<file path="src/inc/cdsc_params.svh">
// constants of the clock divide and sleep control block
// assumes one 40 MHz source clock and 8-bit i/o register accesses
//
// Function
// divide enable set: core, memory, i/o, converter clocks run divided
// divided rate is source over (129 minus factor), divisors 2 to 129
// factor field changes only while divide enable is zero
// write setting enable captures the factor written with it
// write clearing enable drops the factor written with it
// software keeps async timer below quarter divided rate while divided
// i/o addresses 0x00-0x3F, data space adds 0x20, divider at 0x5C
// during reset the calibration byte is loaded into the trim register; the code loads it on the first edge after reset release
// trim value raises oscillator frequency monotonically, 0x00 lowest, 0xFF highest
// trim 0x00 gives 50-100, 0x7F 75-150, 0xFF 100-200 percent
// software keeps trim within 10 percent above nominal during memory writes
// sleep entered only by sleep instruction with sleep allow set
// three select bits choose among six sleep modes
// select codes 000,001,010,011,110,111 map to the six modes
// sleep stops core and memory clocks, others kept per mode
// main oscillator runs except in power-down and power-save
// standby modes apply only with external crystal selected
// deep modes wake only on edge lines, upper level lines, address match; the code also wakes save modes on timer 0 with async selected
// wake holds the core four cycles beyond start-up
// register file and data memory kept across sleep
// reset during sleep wakes the device to the reset vector
// standby wake-up completes in 6 clock cycles
// divider settings switch only on a divided clock boundary
// reset clears divider register, sleep allow and sleep select
`ifndef CDSC_PARAMS_SVH
`define CDSC_PARAMS_SVH

`define CDSC_IO_TOP        8'h3F
`define CDSC_DS_OFFSET     8'h20
`define CDSC_ADDR_TRIM     8'h31
`define CDSC_ADDR_MCUCTL   8'h35
`define CDSC_ADDR_DIV      8'h3C
`define CDSC_DIV_EN_BIT    7
`define CDSC_DIV_BASE      8'h81
`define CDSC_SA_BIT        5
`define CDSC_SS_MSB        4
`define CDSC_SS_LSB        2
`define CDSC_RST_DIV       8'h00
`define CDSC_RST_TRIM      8'h00
`define CDSC_RST_MCUCTL    8'h00
`define CDSC_HOLD_CYC      4'h4
`define CDSC_STANDBY_CYC   4'h6
`define CDSC_STARTUP_CYC   4'h6

`endif

</file>
<file path="src/inc/cdsc_pkg.sv">
// types of the clock divide and sleep control block
// assumes cdsc_params.svh is on the include path
package cdsc_pkg;

   typedef enum logic [3:0] {
      CDSC_ACTIVE  = 4'b0001,
      CDSC_ASLEEP  = 4'b0010,
      CDSC_STARTUP = 4'b0100,
      CDSC_HOLD    = 4'b1000
   } cdsc_state_t;

   typedef enum logic [2:0] {
      CDSC_IDLE     = 3'b000,
      CDSC_NOISE    = 3'b001,
      CDSC_PWRDOWN  = 3'b010,
      CDSC_PWRSAVE  = 3'b011,
      CDSC_STANDBY  = 3'b110,
      CDSC_XSTANDBY = 3'b111
   } cdsc_mode_t;

endpackage : cdsc_pkg

</file>
<file path="src/core/cdsc_top.sv">
// clock divider, oscillator trim, sleep gating and wake sequencing
// assumes cpu i/o strobes are one cycle wide and synchronous to clk_i
`timescale 1ns/1ps
`include "cdsc_params.svh"
module cdsc_top
   import cdsc_pkg::*;
(
   input  wire logic       clk_i,
   input  wire logic       arst_n_i,
   input  wire logic [7:0] io_addr_i,
   input  wire logic       io_data_space_i,
   input  wire logic       io_wr_i,
   input  wire logic       io_rd_i,
   input  wire logic [7:0] io_wdata_i,
   output logic      [7:0] io_rdata_o,
   input  wire logic [7:0] cal_byte_i,
   input  wire logic       sleep_instr_i,
   input  wire logic       xtal_selected_i,
   input  wire logic       timer0_async_select_i,
   input  wire logic       any_irq_i,
   input  wire logic [3:0] edge_irq_low_i,
   input  wire logic [3:0] level_irq_high_i,
   input  wire logic       two_wire_unit_match_i,
   input  wire logic       timer0_irq_i,
   input  wire logic       conv_irq_i,
   input  wire logic       nvm_ready_irq_i,
   output logic      [7:0] trim_value_o,
   output logic            core_clk_en_o,
   output logic            nvm_clk_en_o,
   output logic            periph_clk_en_o,
   output logic            conv_clk_en_o,
   output logic            async_clk_en_o,
   output logic            main_osc_en_o,
   output logic            sleeping_o,
   output logic            wake_irq_o
);

   //////////////////////////////
   // functions

   // i/o address of an access, either form
   function automatic logic [7:0] io_offset(
      input logic [7:0] addr,
      input logic       data_space
   );
      logic [7:0] off;
      off = data_space ? 8'(addr - `CDSC_DS_OFFSET) : addr;
      return off;
   endfunction : io_offset

   function automatic logic io_in_range(
      input logic [7:0] addr,
      input logic       data_space
   );
      logic ok;
      if (data_space) begin
         ok = (addr >= `CDSC_DS_OFFSET) &&
              (addr <= 8'(`CDSC_IO_TOP + `CDSC_DS_OFFSET));
      end else begin
         ok = (addr <= `CDSC_IO_TOP);
      end
      return ok;
   endfunction : io_in_range

   //////////////////////////////
   // registers

   logic        div_enable;
   logic [6:0]  divide_factor;
   logic [7:0]  osc_trim;
   logic        sleep_allow;
   logic [2:0]  sleep_select;
   logic        trim_load_pend;
   logic [7:0]  rdata;

   //////////////////////////////
   // address decode

   logic [7:0]  acc_off;
   logic        acc_ok;
   logic        sel_div;
   logic        sel_trim;
   logic        sel_mcu;
   logic        wr_div;
   logic        wr_trim;
   logic        wr_mcu;
   logic        wr_en_bit;
   logic        take_factor;

   assign acc_off  = io_offset(io_addr_i, io_data_space_i);
   assign acc_ok   = io_in_range(io_addr_i, io_data_space_i);
   assign sel_div  = acc_ok && (acc_off == `CDSC_ADDR_DIV);
   assign sel_trim = acc_ok && (acc_off == `CDSC_ADDR_TRIM);
   assign sel_mcu  = acc_ok && (acc_off == `CDSC_ADDR_MCUCTL);
   assign wr_div   = io_wr_i && sel_div;
   assign wr_trim  = io_wr_i && sel_trim;
   assign wr_mcu   = io_wr_i && sel_mcu;

   assign wr_en_bit = io_wdata_i[`CDSC_DIV_EN_BIT];

   // factor only taken by a write that turns division on from off
   assign take_factor = wr_div && wr_en_bit && !div_enable;

   //////////////////////////////
   // divider register

   always_ff @(posedge clk_i or negedge arst_n_i) begin
      if (!arst_n_i) begin
         div_enable <= 1'(`CDSC_RST_DIV >> `CDSC_DIV_EN_BIT);
      end else if (wr_div) begin
         div_enable <= wr_en_bit;
      end
   end

   always_ff @(posedge clk_i or negedge arst_n_i) begin
      if (!arst_n_i) begin
         divide_factor <= 7'(`CDSC_RST_DIV);
      end else if (take_factor) begin
         divide_factor <= io_wdata_i[6:0];
      end
   end
   // a write with enable zero leaves the factor alone, see

   //////////////////////////////
   // oscillator trim

   // the calibration byte cannot enter under async reset, so it is loaded
   // on the first edge after release, where it wins over a trim register write
   always_ff @(posedge clk_i or negedge arst_n_i) begin
      if (!arst_n_i) begin
         trim_load_pend <= 1'b1;
      end else begin
         trim_load_pend <= 1'b0;
      end
   end

   always_ff @(posedge clk_i or negedge arst_n_i) begin
      if (!arst_n_i) begin
         osc_trim <= `CDSC_RST_TRIM;
      end else if (trim_load_pend) begin
         osc_trim <= cal_byte_i;
      end else if (wr_trim) begin
         osc_trim <= io_wdata_i;
      end
   end

   // straight binary code, so the analog trim rises monotonically
   assign trim_value_o = osc_trim;

   //////////////////////////////
   // mcu control bits

   always_ff @(posedge clk_i or negedge arst_n_i) begin
      if (!arst_n_i) begin
         sleep_allow  <= 1'b0;
         sleep_select <= 3'b000;
      end else if (wr_mcu) begin
         sleep_allow  <= io_wdata_i[`CDSC_SA_BIT];
         sleep_select <= io_wdata_i[`CDSC_SS_MSB:`CDSC_SS_LSB];
      end
   end

   //////////////////////////////
   // read port, unmapped offsets read zero

   logic [7:0] next_rdata;
   logic [7:0] mcu_view;

   assign mcu_view = 8'({sleep_allow, sleep_select} << `CDSC_SS_LSB);

   assign next_rdata = sel_div  ? {div_enable, divide_factor} :
                       sel_trim ? osc_trim :
                       sel_mcu  ? mcu_view :
                       8'h00;

   always_ff @(posedge clk_i or negedge arst_n_i) begin
      if (!arst_n_i) begin
         rdata <= 8'h00;
      end else if (io_rd_i) begin
         rdata <= next_rdata;
      end
   end

   assign io_rdata_o = rdata;

   //////////////////////////////
   // divided clock enable

   logic div_tick;

   cdsc_clk_div u_div (
      .clk_i    (clk_i),
      .arst_n_i (arst_n_i),
      .div_en_i (div_enable),
      .factor_i (divide_factor),
      .tick_o   (div_tick)
   );

   //////////////////////////////
   // mode decode

   cdsc_mode_t mode;
   logic       mode_legal;
   logic       want_sleep;

   // standby codes without a crystal fall back to their base mode
   always_comb begin
      mode       = CDSC_IDLE;
      mode_legal = 1'b1;
      unique case (sleep_select)
         3'b000: mode = CDSC_IDLE;
         3'b001: mode = CDSC_NOISE;
         3'b010: mode = CDSC_PWRDOWN;
         3'b011: mode = CDSC_PWRSAVE;
         3'b110: mode = xtal_selected_i ? CDSC_STANDBY : CDSC_PWRDOWN;
         3'b111: mode = xtal_selected_i ? CDSC_XSTANDBY : CDSC_PWRSAVE;
         default: mode_legal = 1'b0;
      endcase
   end

   assign want_sleep = sleep_instr_i && sleep_allow && mode_legal;

   //////////////////////////////
   // sleep sequencer

   cdsc_state_t state;
   cdsc_state_t next_state;
   cdsc_mode_t  cur_mode;
   logic [3:0]  wait_cnt;
   logic [3:0]  next_wait_cnt;
   logic [3:0]  startup_len;
   logic        ext_wake;
   logic        wake;

   assign ext_wake = (|edge_irq_low_i) || (|level_irq_high_i) ||
                     two_wire_unit_match_i;

   always_comb begin
      wake = ext_wake;
      unique case (cur_mode)
         CDSC_IDLE:     wake = any_irq_i;
         CDSC_NOISE:    wake = ext_wake || timer0_irq_i || conv_irq_i ||
                               nvm_ready_irq_i;
         CDSC_PWRDOWN:  wake = ext_wake;
         CDSC_STANDBY:  wake = ext_wake;
         CDSC_PWRSAVE,
         CDSC_XSTANDBY: wake = ext_wake ||
                               (timer0_irq_i && timer0_async_select_i);
      endcase
   end

   // oscillator stays up in idle, noise and standby; idle and noise skip the start-up wait
   always_comb begin
      startup_len = 4'h0;
      unique case (cur_mode)
         CDSC_IDLE,
         CDSC_NOISE:    startup_len = 4'h0;
         CDSC_STANDBY,
         CDSC_XSTANDBY: startup_len = `CDSC_STANDBY_CYC;
         CDSC_PWRDOWN,
         CDSC_PWRSAVE:  startup_len = `CDSC_STARTUP_CYC;
      endcase
   end

   always_comb begin
      next_state    = state;
      next_wait_cnt = wait_cnt;
      unique case (state)
         CDSC_ACTIVE: begin
            if (want_sleep) begin
               next_state = CDSC_ASLEEP;
            end
         end
         CDSC_ASLEEP: begin
            if (wake && startup_len != 4'h0) begin
               next_state    = CDSC_STARTUP;
               next_wait_cnt = 4'(startup_len - 4'h1);
            end else if (wake) begin
               next_state    = CDSC_HOLD;
               next_wait_cnt = 4'(`CDSC_HOLD_CYC - 4'h1);
            end
         end
         CDSC_STARTUP: begin
            if (wait_cnt == 4'h0) begin
               next_state    = CDSC_HOLD;
               next_wait_cnt = 4'(`CDSC_HOLD_CYC - 4'h1);
            end else begin
               next_wait_cnt = 4'(wait_cnt - 4'h1);
            end
         end
         CDSC_HOLD: begin
            if (wait_cnt == 4'h0) begin
               next_state = CDSC_ACTIVE;
            end else begin
               next_wait_cnt = 4'(wait_cnt - 4'h1);
            end
         end
      endcase
   end

   // async reset returns straight to active, core restarts at its vector
   always_ff @(posedge clk_i or negedge arst_n_i) begin
      if (!arst_n_i) begin
         state    <= CDSC_ACTIVE;
         wait_cnt <= 4'h0;
      end else begin
         state    <= next_state;
         wait_cnt <= next_wait_cnt;
      end
   end

   // mode latched at entry so a later register write cannot change it
   always_ff @(posedge clk_i or negedge arst_n_i) begin
      if (!arst_n_i) begin
         cur_mode <= CDSC_IDLE;
      end else if (state == CDSC_ACTIVE && want_sleep) begin
         cur_mode <= mode;
      end
   end

   //////////////////////////////
   // domain gating

   logic running;
   logic keep_periph;
   logic keep_conv;
   logic keep_async;
   logic keep_osc;

   assign running  = (state == CDSC_ACTIVE);

   assign keep_periph = (cur_mode == CDSC_IDLE);
   assign keep_conv   = (cur_mode == CDSC_IDLE) || (cur_mode == CDSC_NOISE);
   assign keep_async  = keep_conv ||
                        (((cur_mode == CDSC_PWRSAVE) || (cur_mode == CDSC_XSTANDBY)) &&
                         timer0_async_select_i);
   assign keep_osc    = (cur_mode != CDSC_PWRDOWN) &&
                        (cur_mode != CDSC_PWRSAVE);

   // only the clocks stop, register file and memory keep power and state
   assign core_clk_en_o   = running && div_tick;
   assign nvm_clk_en_o    = running && div_tick;
   assign periph_clk_en_o = (running || keep_periph) && div_tick;
   assign conv_clk_en_o   = (running || keep_conv) && div_tick;
   assign async_clk_en_o  = running || keep_async;

   // during start-up and hold the oscillator must run again
   assign main_osc_en_o = running || keep_osc || (state != CDSC_ASLEEP);

   //////////////////////////////
   // status

   logic sleeping;
   logic wake_irq;

   always_ff @(posedge clk_i or negedge arst_n_i) begin
      if (!arst_n_i) begin
         sleeping <= 1'b0;
         wake_irq <= 1'b0;
      end else begin
         sleeping <= (next_state != CDSC_ACTIVE);
         wake_irq <= (state == CDSC_HOLD) && (next_state == CDSC_ACTIVE);
      end
   end

   // handler runs next, then the instruction after the sleep, see
   assign sleeping_o = sleeping;
   assign wake_irq_o = wake_irq;

   // the async timer rate limit while divided is left to software

endmodule : cdsc_top

</file>
<file path="src/core/cdsc_clk_div.sv">
// divided clock enable generator
// assumes settings are held stable by the caller between writes
`timescale 1ns/1ps
`include "cdsc_params.svh"
module cdsc_clk_div
   import cdsc_pkg::*;
(
   input  wire logic       clk_i,
   input  wire logic       arst_n_i,
   input  wire logic       div_en_i,
   input  wire logic [6:0] factor_i,
   output logic            tick_o
);

   logic       act_en;
   logic [6:0] act_factor;
   logic [7:0] count;
   logic [7:0] last_count;
   logic       at_end;

   // divisor 129 - d, counted 0 .. divisor-1
   assign last_count = 8'(`CDSC_DIV_BASE - {1'b0, act_factor} - 8'h01);
   assign at_end     = !act_en || (count == last_count);
   assign tick_o     = at_end;

   always_ff @(posedge clk_i or negedge arst_n_i) begin
      if (!arst_n_i) begin
         count <= 8'h00;
      end else if (at_end) begin
         count <= 8'h00;
      end else begin
         count <= 8'(count + 8'h01);
      end
   end

   // new settings only at the boundary, so no short pulse reaches a domain
   always_ff @(posedge clk_i or negedge arst_n_i) begin
      if (!arst_n_i) begin
         act_en     <= 1'b0;
         act_factor <= 7'h00;
      end else if (at_end) begin
         act_en     <= div_en_i;
         act_factor <= factor_i;
      end
   end

endmodule : cdsc_clk_div

</file>
<file path="config.mk">
export PLATFORM = sky130hd
export DESIGN_NAME = cdsc_top
export DESIGN_NICKNAME = d
export VERILOG_FILES = /design/src/inc/cdsc_pkg.sv /design/src/core/cdsc_top.sv /design/src/core/cdsc_clk_div.sv
export VERILOG_INCLUDE_DIRS = /design/src /design/src/inc
export SDC_FILE = /design/constraint.sdc
export NUM_CORES = 1
export LEC_CHECK = 0
export BUFFER_PORTS_ARGS = -buffer_cell sky130_fd_sc_hd__buf_2
export CAP_MARGIN = 20
export CORE_AREA = 2 2 65 98
export DETAILED_ROUTE_END_ITERATION = 7
export DIE_AREA = 0 0 67 100
export PLACE_DENSITY = 0.83
export SLEW_MARGIN = 20
export SYNTH_ARGS = -nofsm -noshare
export SYNTH_HDL_FRONTEND = slang
export SYNTH_SLANG_ARGS = --single-unit
</file>
<file path="constraint.sdc">
create_clock -name clk_i -period 3.4 [get_ports clk_i]
set_clock_uncertainty 0.1 [all_clocks]
set_input_delay 0.34 -clock clk_i [delete_from_list [all_inputs] [get_ports clk_i]]
set_output_delay 0.34 -clock clk_i [all_outputs]
set_load 0.01 [all_outputs]
</file>
* Word-level counts from Yosys, hierarchy flattened
Index checks and enable logic that the tools add are counted.
Word-level totals: flip-flop bits (word level) 58, input port bits 45, output and inout bits 24, word-level logic and storage cells 125
Operators by class: add/subtract/negate cells 6, $lt $le $gt $ge 3, eq/ne operators 25, mux-type cells 25, reduce and logical (&&, ||, !) cells 51
Operator list (count):
- 8-bit two-way mux | 6
- 4-bit two-way mux | 9
- 8-bit by 6-bit == test with 1-bit output, second input constant | 3
- 1-bit logical AND | 20
- 4-bit case mux with 4 select lines | 1
- 1-bit logical OR | 15
- 3-bit case mux with 5 select lines | 1
- 3-bit by 2-bit == test with 1-bit output, second input constant | 4
- 3-bit == test, second input constant | 4
- 4-bit case mux with 3 select lines | 1
- 4-bit OR reduction | 3
- 8-bit by 1-bit adder with 8-bit output, second input constant | 1
- 4-bit by 1-bit == test with 1-bit output, second input constant | 2
- 8-bit == test | 1
- 8-bit by 6-bit >= comparator with 1-bit output, second input constant | 1
- 8-bit by 6-bit less-or-equal comparator with 1-bit output, second input constant | 1
- 8-bit by 7-bit less-or-equal comparator with 1-bit output, second input constant | 1
- 4-bit case mux with 2 select lines | 1
- 4-bit by 1-bit subtractor with 4-bit output, second input constant | 2
- 8-bit by 1-bit subtractor with 8-bit output, second input constant | 1
- 8-bit by 6-bit subtractor with 8-bit output, second input constant | 1
- 8-bit by 7-bit subtractor with 8-bit output, first input constant | 1
- 3-bit by 1-bit == test with 1-bit output, second input constant | 2
- 3-bit zero test | 2
- 20 further kinds | 26

* Logic depth before layout (Yosys ltp)
Gate-level depths: netlist of run 1.
word-level depth 12, mapped depth 8, mapped depth without buffers 7

* By module
A second synthesis of run 1 with hierarchy kept.
Second synthesis, totals: cells, all modules 292, area, all modules 3213.1 µm²
Modules (own cells, without submodules):
- cdsc_top | instances 1, cells an instance 204, area each 2272.2 µm², seq. area each 1053.5 µm²
- cdsc_clk_div | instances 1, cells an instance 88, area each 940.9 µm², seq. area each 400.4 µm²

* Least setup slack after synthesis of run 1
Ideal clock, no wire load.
kind register to output, from register u_div.act_factor[0], to output nvm_clk_en_o, arrival 2.413 ns, required time 2.960 ns, setup slack 0.547 ns, stages on the path, launching flop included 8, buffers on the path 1, cells stage by stage dfrtp_1 > inv_1 > ha_1 > xor2_1 > or4_4 > o41ai_4 > nor2b_1 > buf_4
Between the ends: word-level cells in the longest chain between the ends 5
Ends and longest elaborated chain:
- from (decl) | line cdsc_clk_div.sv:16 | logic [6:0] act_factor;
- from (signal assigned) | line cdsc_clk_div.sv:43 | act_factor <= factor_i;
- 8-bit by 7-bit subtractor with 8-bit output (no line)
- 8-bit by 1-bit subtractor with 8-bit output (no line)
- 8-bit == test | line cdsc_clk_div.sv:23 | assign at_end = !act_en || (count == last_count);
- 1-bit logical OR | line cdsc_clk_div.sv:23
- 1-bit logical AND
- to (decl) | line cdsc_top.sv:29 | output logic nvm_clk_en_o,
Every way passes these cells.

* Final worst setup path of run 1
from register u_div.act_factor[0], to output nvm_clk_en_o
Between the ends: word-level cells in the longest chain between the ends 5
Ends and longest elaborated chain:
- 8-bit by 7-bit subtractor with 8-bit output (no line)
- 8-bit by 1-bit subtractor with 8-bit output (no line)
- 8-bit == test | line cdsc_clk_div.sv:23
- 1-bit logical OR | line cdsc_clk_div.sv:23
- 1-bit logical AND | line cdsc_top.sv:342 | assign nvm_clk_en_o = running && div_tick;
Every way passes these cells.

==> impl_metrics.yaml, run 1 <==
route:
  dr.pass1.iters: 4
  drc: 0
  num_vias: 2404
  wl_per_cell_microns: 15.2
  viasPerCell: 5.53
  drt_iter0_markers: 80
  finalWirelength_microns: 6600
  ant_nets: 0
placed_design:
  io_buffer_count: 68
  place_ws_ns: 0.739
  placed_cells: 419
  detailedPlacementHpwl_microns: 5040
  gp_congestion: 0.873
worst_setup_path:
  critPathSlowestCell: "or4_4"
  critPathMaxStageDelay_ns: 0.50
  worst-setup-path-type: "register to output pin"
  crit_required_ns: 2.96
  critPathCaptureType: "output pin"
  arrival_ns: 2.50
  crit_path_cell_trace: "inv_1 -> ha_1 -> xor2_1 -> or4_4 -> o41ai_4 -> nor2b_1 -> buf_2"
  crit_fanout: 4
  cp-start-kind: "register"
yosys:
  yosysTopAreaCell: "dfrtp_1"
  synth_nets: 335
  syn_area_per_cell_sq_um: 10.9
  synthCells: 285
  synth.distinct_cells: 57
  synthTopCellsByArea: "dfrtp_1 (45%), mux2_2 (15%), nor2_1 (3.1%)"
  synth_flop_cell: "dfrtp_1"
  synth.cell_area_sq_mm: 0.00311
  yosysSeqAreaShare: 0.468
  synth_top_area_share: 0.451
  yosys_warnings: 0
  ys_ff_latch: 58
  synth_edf_count: 0
  async_reset_ff_frac: 1.00
power_and_ir_drop:
  power_frac_seq: 0.407
  clkPwrFrac: 0.284
  p_int_mw: 1.42
  switching_share: 0.332
  power_frac_comb: 0.309
  netSwitchingPower_mw: 0.707
  p_per_area_mw_per_mm2: 577
  ir_drop_v: 0.000296
  p_leak_nw: 1.77
min_path:
  min_path_type: "input pin to asynchronous set/reset pin"
final_layout:
  nNetsFinal: 406
  drive_above_1_share: 0.382
  layout_commonest_cell: "buf_2"
  num_antenna_cells: 0
  finish.utilization: 0.620
  fillers: 525
  most-common-layout-cells: "buf_2 (68), dfrtp_1 (56), mux2_2 (41)"
  syn2layout_area_growth_pct: 18.9
  final_cells: 435
timing:
  min_period_over_period: 0.865
  hold_viol_final: 18
  hold_slack_ns: -0.0144
  setup_viol: 0
  maxSlewHeadroom: 0.458
  fin_ws_ns: 0.458
  slew_viol_final: 0
  rsz0062_at_grt: "no"
  setup_tns_ns: 0
  finalCriticalPeriod_ns: 2.94
  worst_pin_slew_ns: 0.813
  fmaxAchievable_mhz: 340
clock_network:
  post_cts_buffers: 0
  cts_root_buf: "clkbuf_8"
  ctsHoldBuffers: 0
  cts_buffers: 9
  cts_tree: "yes"
  clk_pin_slew_worst_paths_ns: 0.07
  cts_resized: 0
  clk_latency_ns: 0.34
  ctsHtreeMaxLevel: 3
  clock_sinks: 58
  cts_buffer_depth: 2
run:
  max_cap_viol_count: 0
die:
  die_w_microns: 67
  rows: 35
  dieArea_sq_mm: 0.00670
  start_util: 0.521
  die_h_microns: 100
  io_pins: 69
  coreArea_sq_mm: 0.00596
grt:
  globalRouteOverflowTotal: 0
  grt_usage: 0.219
  grt_antenna_before_repair: 0
  grt_pass1_vias: 2365
  grt_max_degree: 38
  grt_pass1_wl_microns: 10900
outcome:
  run_status: "finished, violations left"
  violations: "negative hold slack"
-- logic make-up (layout without fill, tap and decap cells) --
family / count (synthesis) / in the layout / share of synthesized area
adders and majority gates: 5 / 5 / 0.0201
other: 1 / 1 / 0.00121
DFF: 58 / 58 / 0.468
muxes: 42 / 42 / 0.152
xor gates and xnor gates: 15 / 15 / 0.0467
buffers and inverters: 25 / 101 / 0.0342
AOI/OAI and AO/OA: 52 / 52 / 0.120
and+or+nand+nor: 87 / 87 / 0.158
-- state kept, by name, summed over array words and instances, names as in the netlist --
name and count:
u_div.act_en 1, io_rdata_o 8, sleeping_o 1, wait_cnt 4, trim_load_pend 1, sleep_select 3, u_div.act_factor 7, sleep_allow 1
u_div.count 8, cur_mode 3, trim_value_o 8, divide_factor 7, state 4, wake_irq_o 1, div_enable 1
-- metrics by stage --
| step | cell area [sq um] | power (mW) |
|---|---|---|
| 6_report | 3690 | 2.13 |
| 5_1_grt | 3690 | 2.26 |
| 4_1_cts | 3690 | 2.15 |
| 3_5_place_dp | 3510 | 1.54 |
| 3_3_place_gp | 3510 | 1.52 |
| 2_1_floorplan | 3110 | 1.35 |
-- layer usage --
layer / vias to the layer above / track usage / share of wire
met5: - / 0 / 0
met4: 0 / 0.104 / 0.024
met3: 14 / 0.0549 / 0.045
met2: 58 / 0.366 / 0.53
met1: 1160 / 0.259 / 0.40
li1: 1172 / - / -
-- synth_stat cells (all sizes together), types with 5 or more instances --
library cell	count
nand2	10
nor2b	5
nand3	8
xor2	8
xnor2	6
nor2	26
ha	5
o21ai	5
buf	5
a22oi	8
nor3	7
a21oi	17
clkbuf	6
mux2	41
inv	14
and3	6
dfrtp	56
-- power groups by stage --
stage               clock (mW)  sequential, mW  combinational [mW]
finish                   0.605           0.868               0.658
global route             0.645           0.885               0.735
CTS                      0.619           0.868               0.664
detailed placement           0           0.880               0.662
global placement             0           0.875               0.641
floorplan                    0           0.853               0.497
-- worst paths after layout --
check	cells after the start	slack, ns	start	to
max	7	0.46	u_div.act_factor[0]	nvm_clk_en_o
min	1	-0.01	arst_n_i	io_rdata_o[0]
max reg2reg	7	0.74	u_div.act_factor[0]	u_div.act_factor[4]
min reg2reg	2	0.41	state[0]	state[0]
max in group asynchronous	2	2.36	arst_n_i	trim_load_pend
min in group clk_i	2	0.13	cal_byte_i[6]	trim_value_o[6]
-- cell type report --
cell class,count,area (sq um),share of cell area
timing repair buffer,71,363,0.0983
multi-input combinational,202,1550,0.419
clock buffer,10,128,0.0346
clock inverter,6,57.6,0.0156
inverter,14,52.6,0.0142
sequential,58,1450,0.394
tap,74,92.6,0.0251
-- critical path: cells and delay by family, from the launching register on --
family	cells	cell delay, ns
buf+inv	2	0.21
fa+ha+maj	1	0.30
xor+xnor	1	0.17
simple gates	2	0.71
flops	1	0.40
compound gates	1	0.38
Note: power is estimated with default switching activity, not from simulation.
==> inputs of run 2 (changes only) <==
--- a/config.mk
+++ b/config.mk
@@ -11,6 +11,7 @@
 export CORE_AREA = 2 2 65 98
 export DETAILED_ROUTE_END_ITERATION = 7
 export DIE_AREA = 0 0 67 100
+export GPL_TIMING_DRIVEN = 0
 export PLACE_DENSITY = 0.83
 export SLEW_MARGIN = 20
 export SYNTH_ARGS = -nofsm -noshare
==> run 2 against run 1 <==
- the run now ends clean
- hold slack better by 0.14 ns
- routed wire length is 4.6% higher
- core utilization is 0.46 points higher
- global-route usage is 1.3 points higher
- clock power is 7.1% lower
- non-clock buffer count is 8 higher
- sequential cell count stayed put
==> impl_metrics.yaml, run 2 (synthesis gave the netlist of run 1 again) <==
outcome:
  run_status: "finished clean"
power_and_ir_drop:
  power_frac_comb: 0.337
  p_leak_nw: 1.77
  ir_drop_v: 0.000373
  p_int_mw: 1.40
  switching_share: 0.342
  power_frac_seq: 0.398
  netSwitchingPower_mw: 0.726
  p_per_area_mw_per_mm2: 570
  clkPwrFrac: 0.265
worst_setup_path:
  crit_fanout: 4
  crit_start: "u_div.act_factor[0]"
  crit_required_ns: 2.96
  arrival_ns: 2.69
  worst-setup-path-type: "register to output pin"
  r2r-start: "u_div.act_factor[0]"
  cp-endpoint: "nvm_clk_en_o"
  critPathCaptureType: "output pin"
  ff2ff_path_depth: 8
  reg2reg_slack_ns: 0.76
  cp-start-kind: "register"
  rr_endpoint: "u_div.act_factor[5]"
route:
  drt_iter0_markers: 88
  drc: 0
  ant_nets: 0
  dr.pass1.iters: 4
  num_vias: 2475
  wl_per_cell_microns: 15.6
  finalWirelength_microns: 6900
  viasPerCell: 5.59
timing:
  setup_tns_ns: 0
  maxSlewHeadroom: 0.488
  worst_pin_slew_ns: 0.761
  finalCriticalPeriod_ns: 3.13
  slew_viol_final: 0
  min_period_over_period: 0.921
  rsz0062_at_grt: "no"
  hold_viol_final: 0
  fmaxAchievable_mhz: 319
  setup_viol: 0
final_layout:
  nNetsFinal: 414
  final_cell_area_sq_mm: 0.00372
  most-common-layout-cells: "buf_2 (66), dfrtp_1 (56), mux2_2 (41)"
  num_antenna_cells: 0
  layout_commonest_cell: "buf_2"
  syn2layout_area_growth_pct: 19.8
  drive_above_1_share: 0.371
die:
  rows: 35
  io_pins: 69
  die_h_microns: 100
  start_util: 0.521
  die_w_microns: 67
  coreArea_sq_mm: 0.00596
  dieArea_sq_mm: 0.00670
placed_design:
  post_dp_cell_area_sq_mm: 0.00353
  io_buffer_count: 66
  detailedPlacementHpwl_microns: 5060
  gp_congestion: 0.847
min_path:
  min_path_cells: 2
  min_path_type: "input pin to register"
run:
  max_cap_viol_count: 0
clock_network:
  clk_pin_slew_worst_paths_ns: 0.07
  cts_buffer_depth: 2
  cts_root_buf: "clkbuf_8"
  clk_latency_ns: 0.35
  ctsHtreeMaxLevel: 3
  cts_buffers: 9
  clock_sinks: 58
  cts_tree: "yes"
grt:
  grt_antenna_before_repair: 0
  grt_usage: 0.232
  grt_max_degree: 59
  grt_pass1_vias: 2501
  grt_pass1_wl_microns: 11600
  globalRouteOverflowTotal: 0
-- run 2: final cells by class --
| class | count | area, sq um |
|---|---|---|
| fillers | 512 | 2240 |
| multi-input cells | 202 | 1550 |
| flip-flops and latches | 58 | 1450 |
| repair buffers | 68 | 350 |
| clock buffers | 11 | 141 |
| well taps | 74 | 92.6 |
| plain buffers | 11 | 53.8 |
| inverters | 14 | 52.6 |
| clock inverters | 5 | 30.0 |
-- run 2: critical path, cell delays in order, from the launching register on --
cell      delay, ns
dfrtp_1        0.40
inv_1          0.06
ha_1           0.24
nor2b_1        0.17
a311oi_1       0.33
o32ai_1        0.17
o41ai_4        0.47
nor2b_1        0.27
buf_4          0.14
buf_2          0.11
-- run 2: worst min path at each step --
stage / endpoint / slack (ns) / startpoint
after floorplan: cur_mode[0] / -0.06 / arst_n_i
final: trim_value_o[6] / 0.12 / cal_byte_i[6]
after CTS: trim_value_o[3] / 0.12 / cal_byte_i[3]
after detailed placement: u_div.count[0] / 0.35 / arst_n_i
after global placement: u_div.act_en / 0.39 / div_enable
after global routing: trim_value_o[6] / 0.12 / cal_byte_i[6]
-- run 2: power groups by stage --
stage | clock, mW | sequential [mW] | combinational [mW]
finish | 0.562 | 0.845 | 0.715
detailed placement | 0 | 0.857 | 0.703
global placement | 0 | 0.853 | 0.686
floorplan | 0 | 0.853 | 0.497
global route | 0.600 | 0.858 | 0.799
CTS | 0.569 | 0.845 | 0.717
-- run 2: through the flow --
| stage | hold WS [ns] | power (mW) | utilization | setup WS, ns | instances |
|---|---|---|---|---|---|
| after detailed placement | 0.350 | 1.56 | 0.593 | 0.340 | 425 |
| after floorplan | -0.0556 | 1.35 | - | 0.547 | 285 |
| after global routing | 0.115 | 2.26 | 0.625 | 0.0761 | 443 |
| final | 0.122 | 2.12 | 0.625 | 0.268 | 443 |
| after global placement | 0.388 | 1.54 | 0.592 | 0.384 | 425 |
| after CTS | 0.116 | 2.13 | 0.625 | 0.286 | 443 |
-- run 2: per-layer routing --
layer,vias up,track usage,routed length (microns)
li1,1189,-,-
met1,1212,0.272,2720
met2,63,0.398,3770
met3,11,0.0482,285
met4,0,0.105,130
met5,-,0,0
-- run 2: repair_timing --
action	CTS	global route
endpoints found under the hold margin	56	0
resized for setup	0	0
hold buffers	1	0
setup buffers	1	0
setup endpoints to repair	2	0
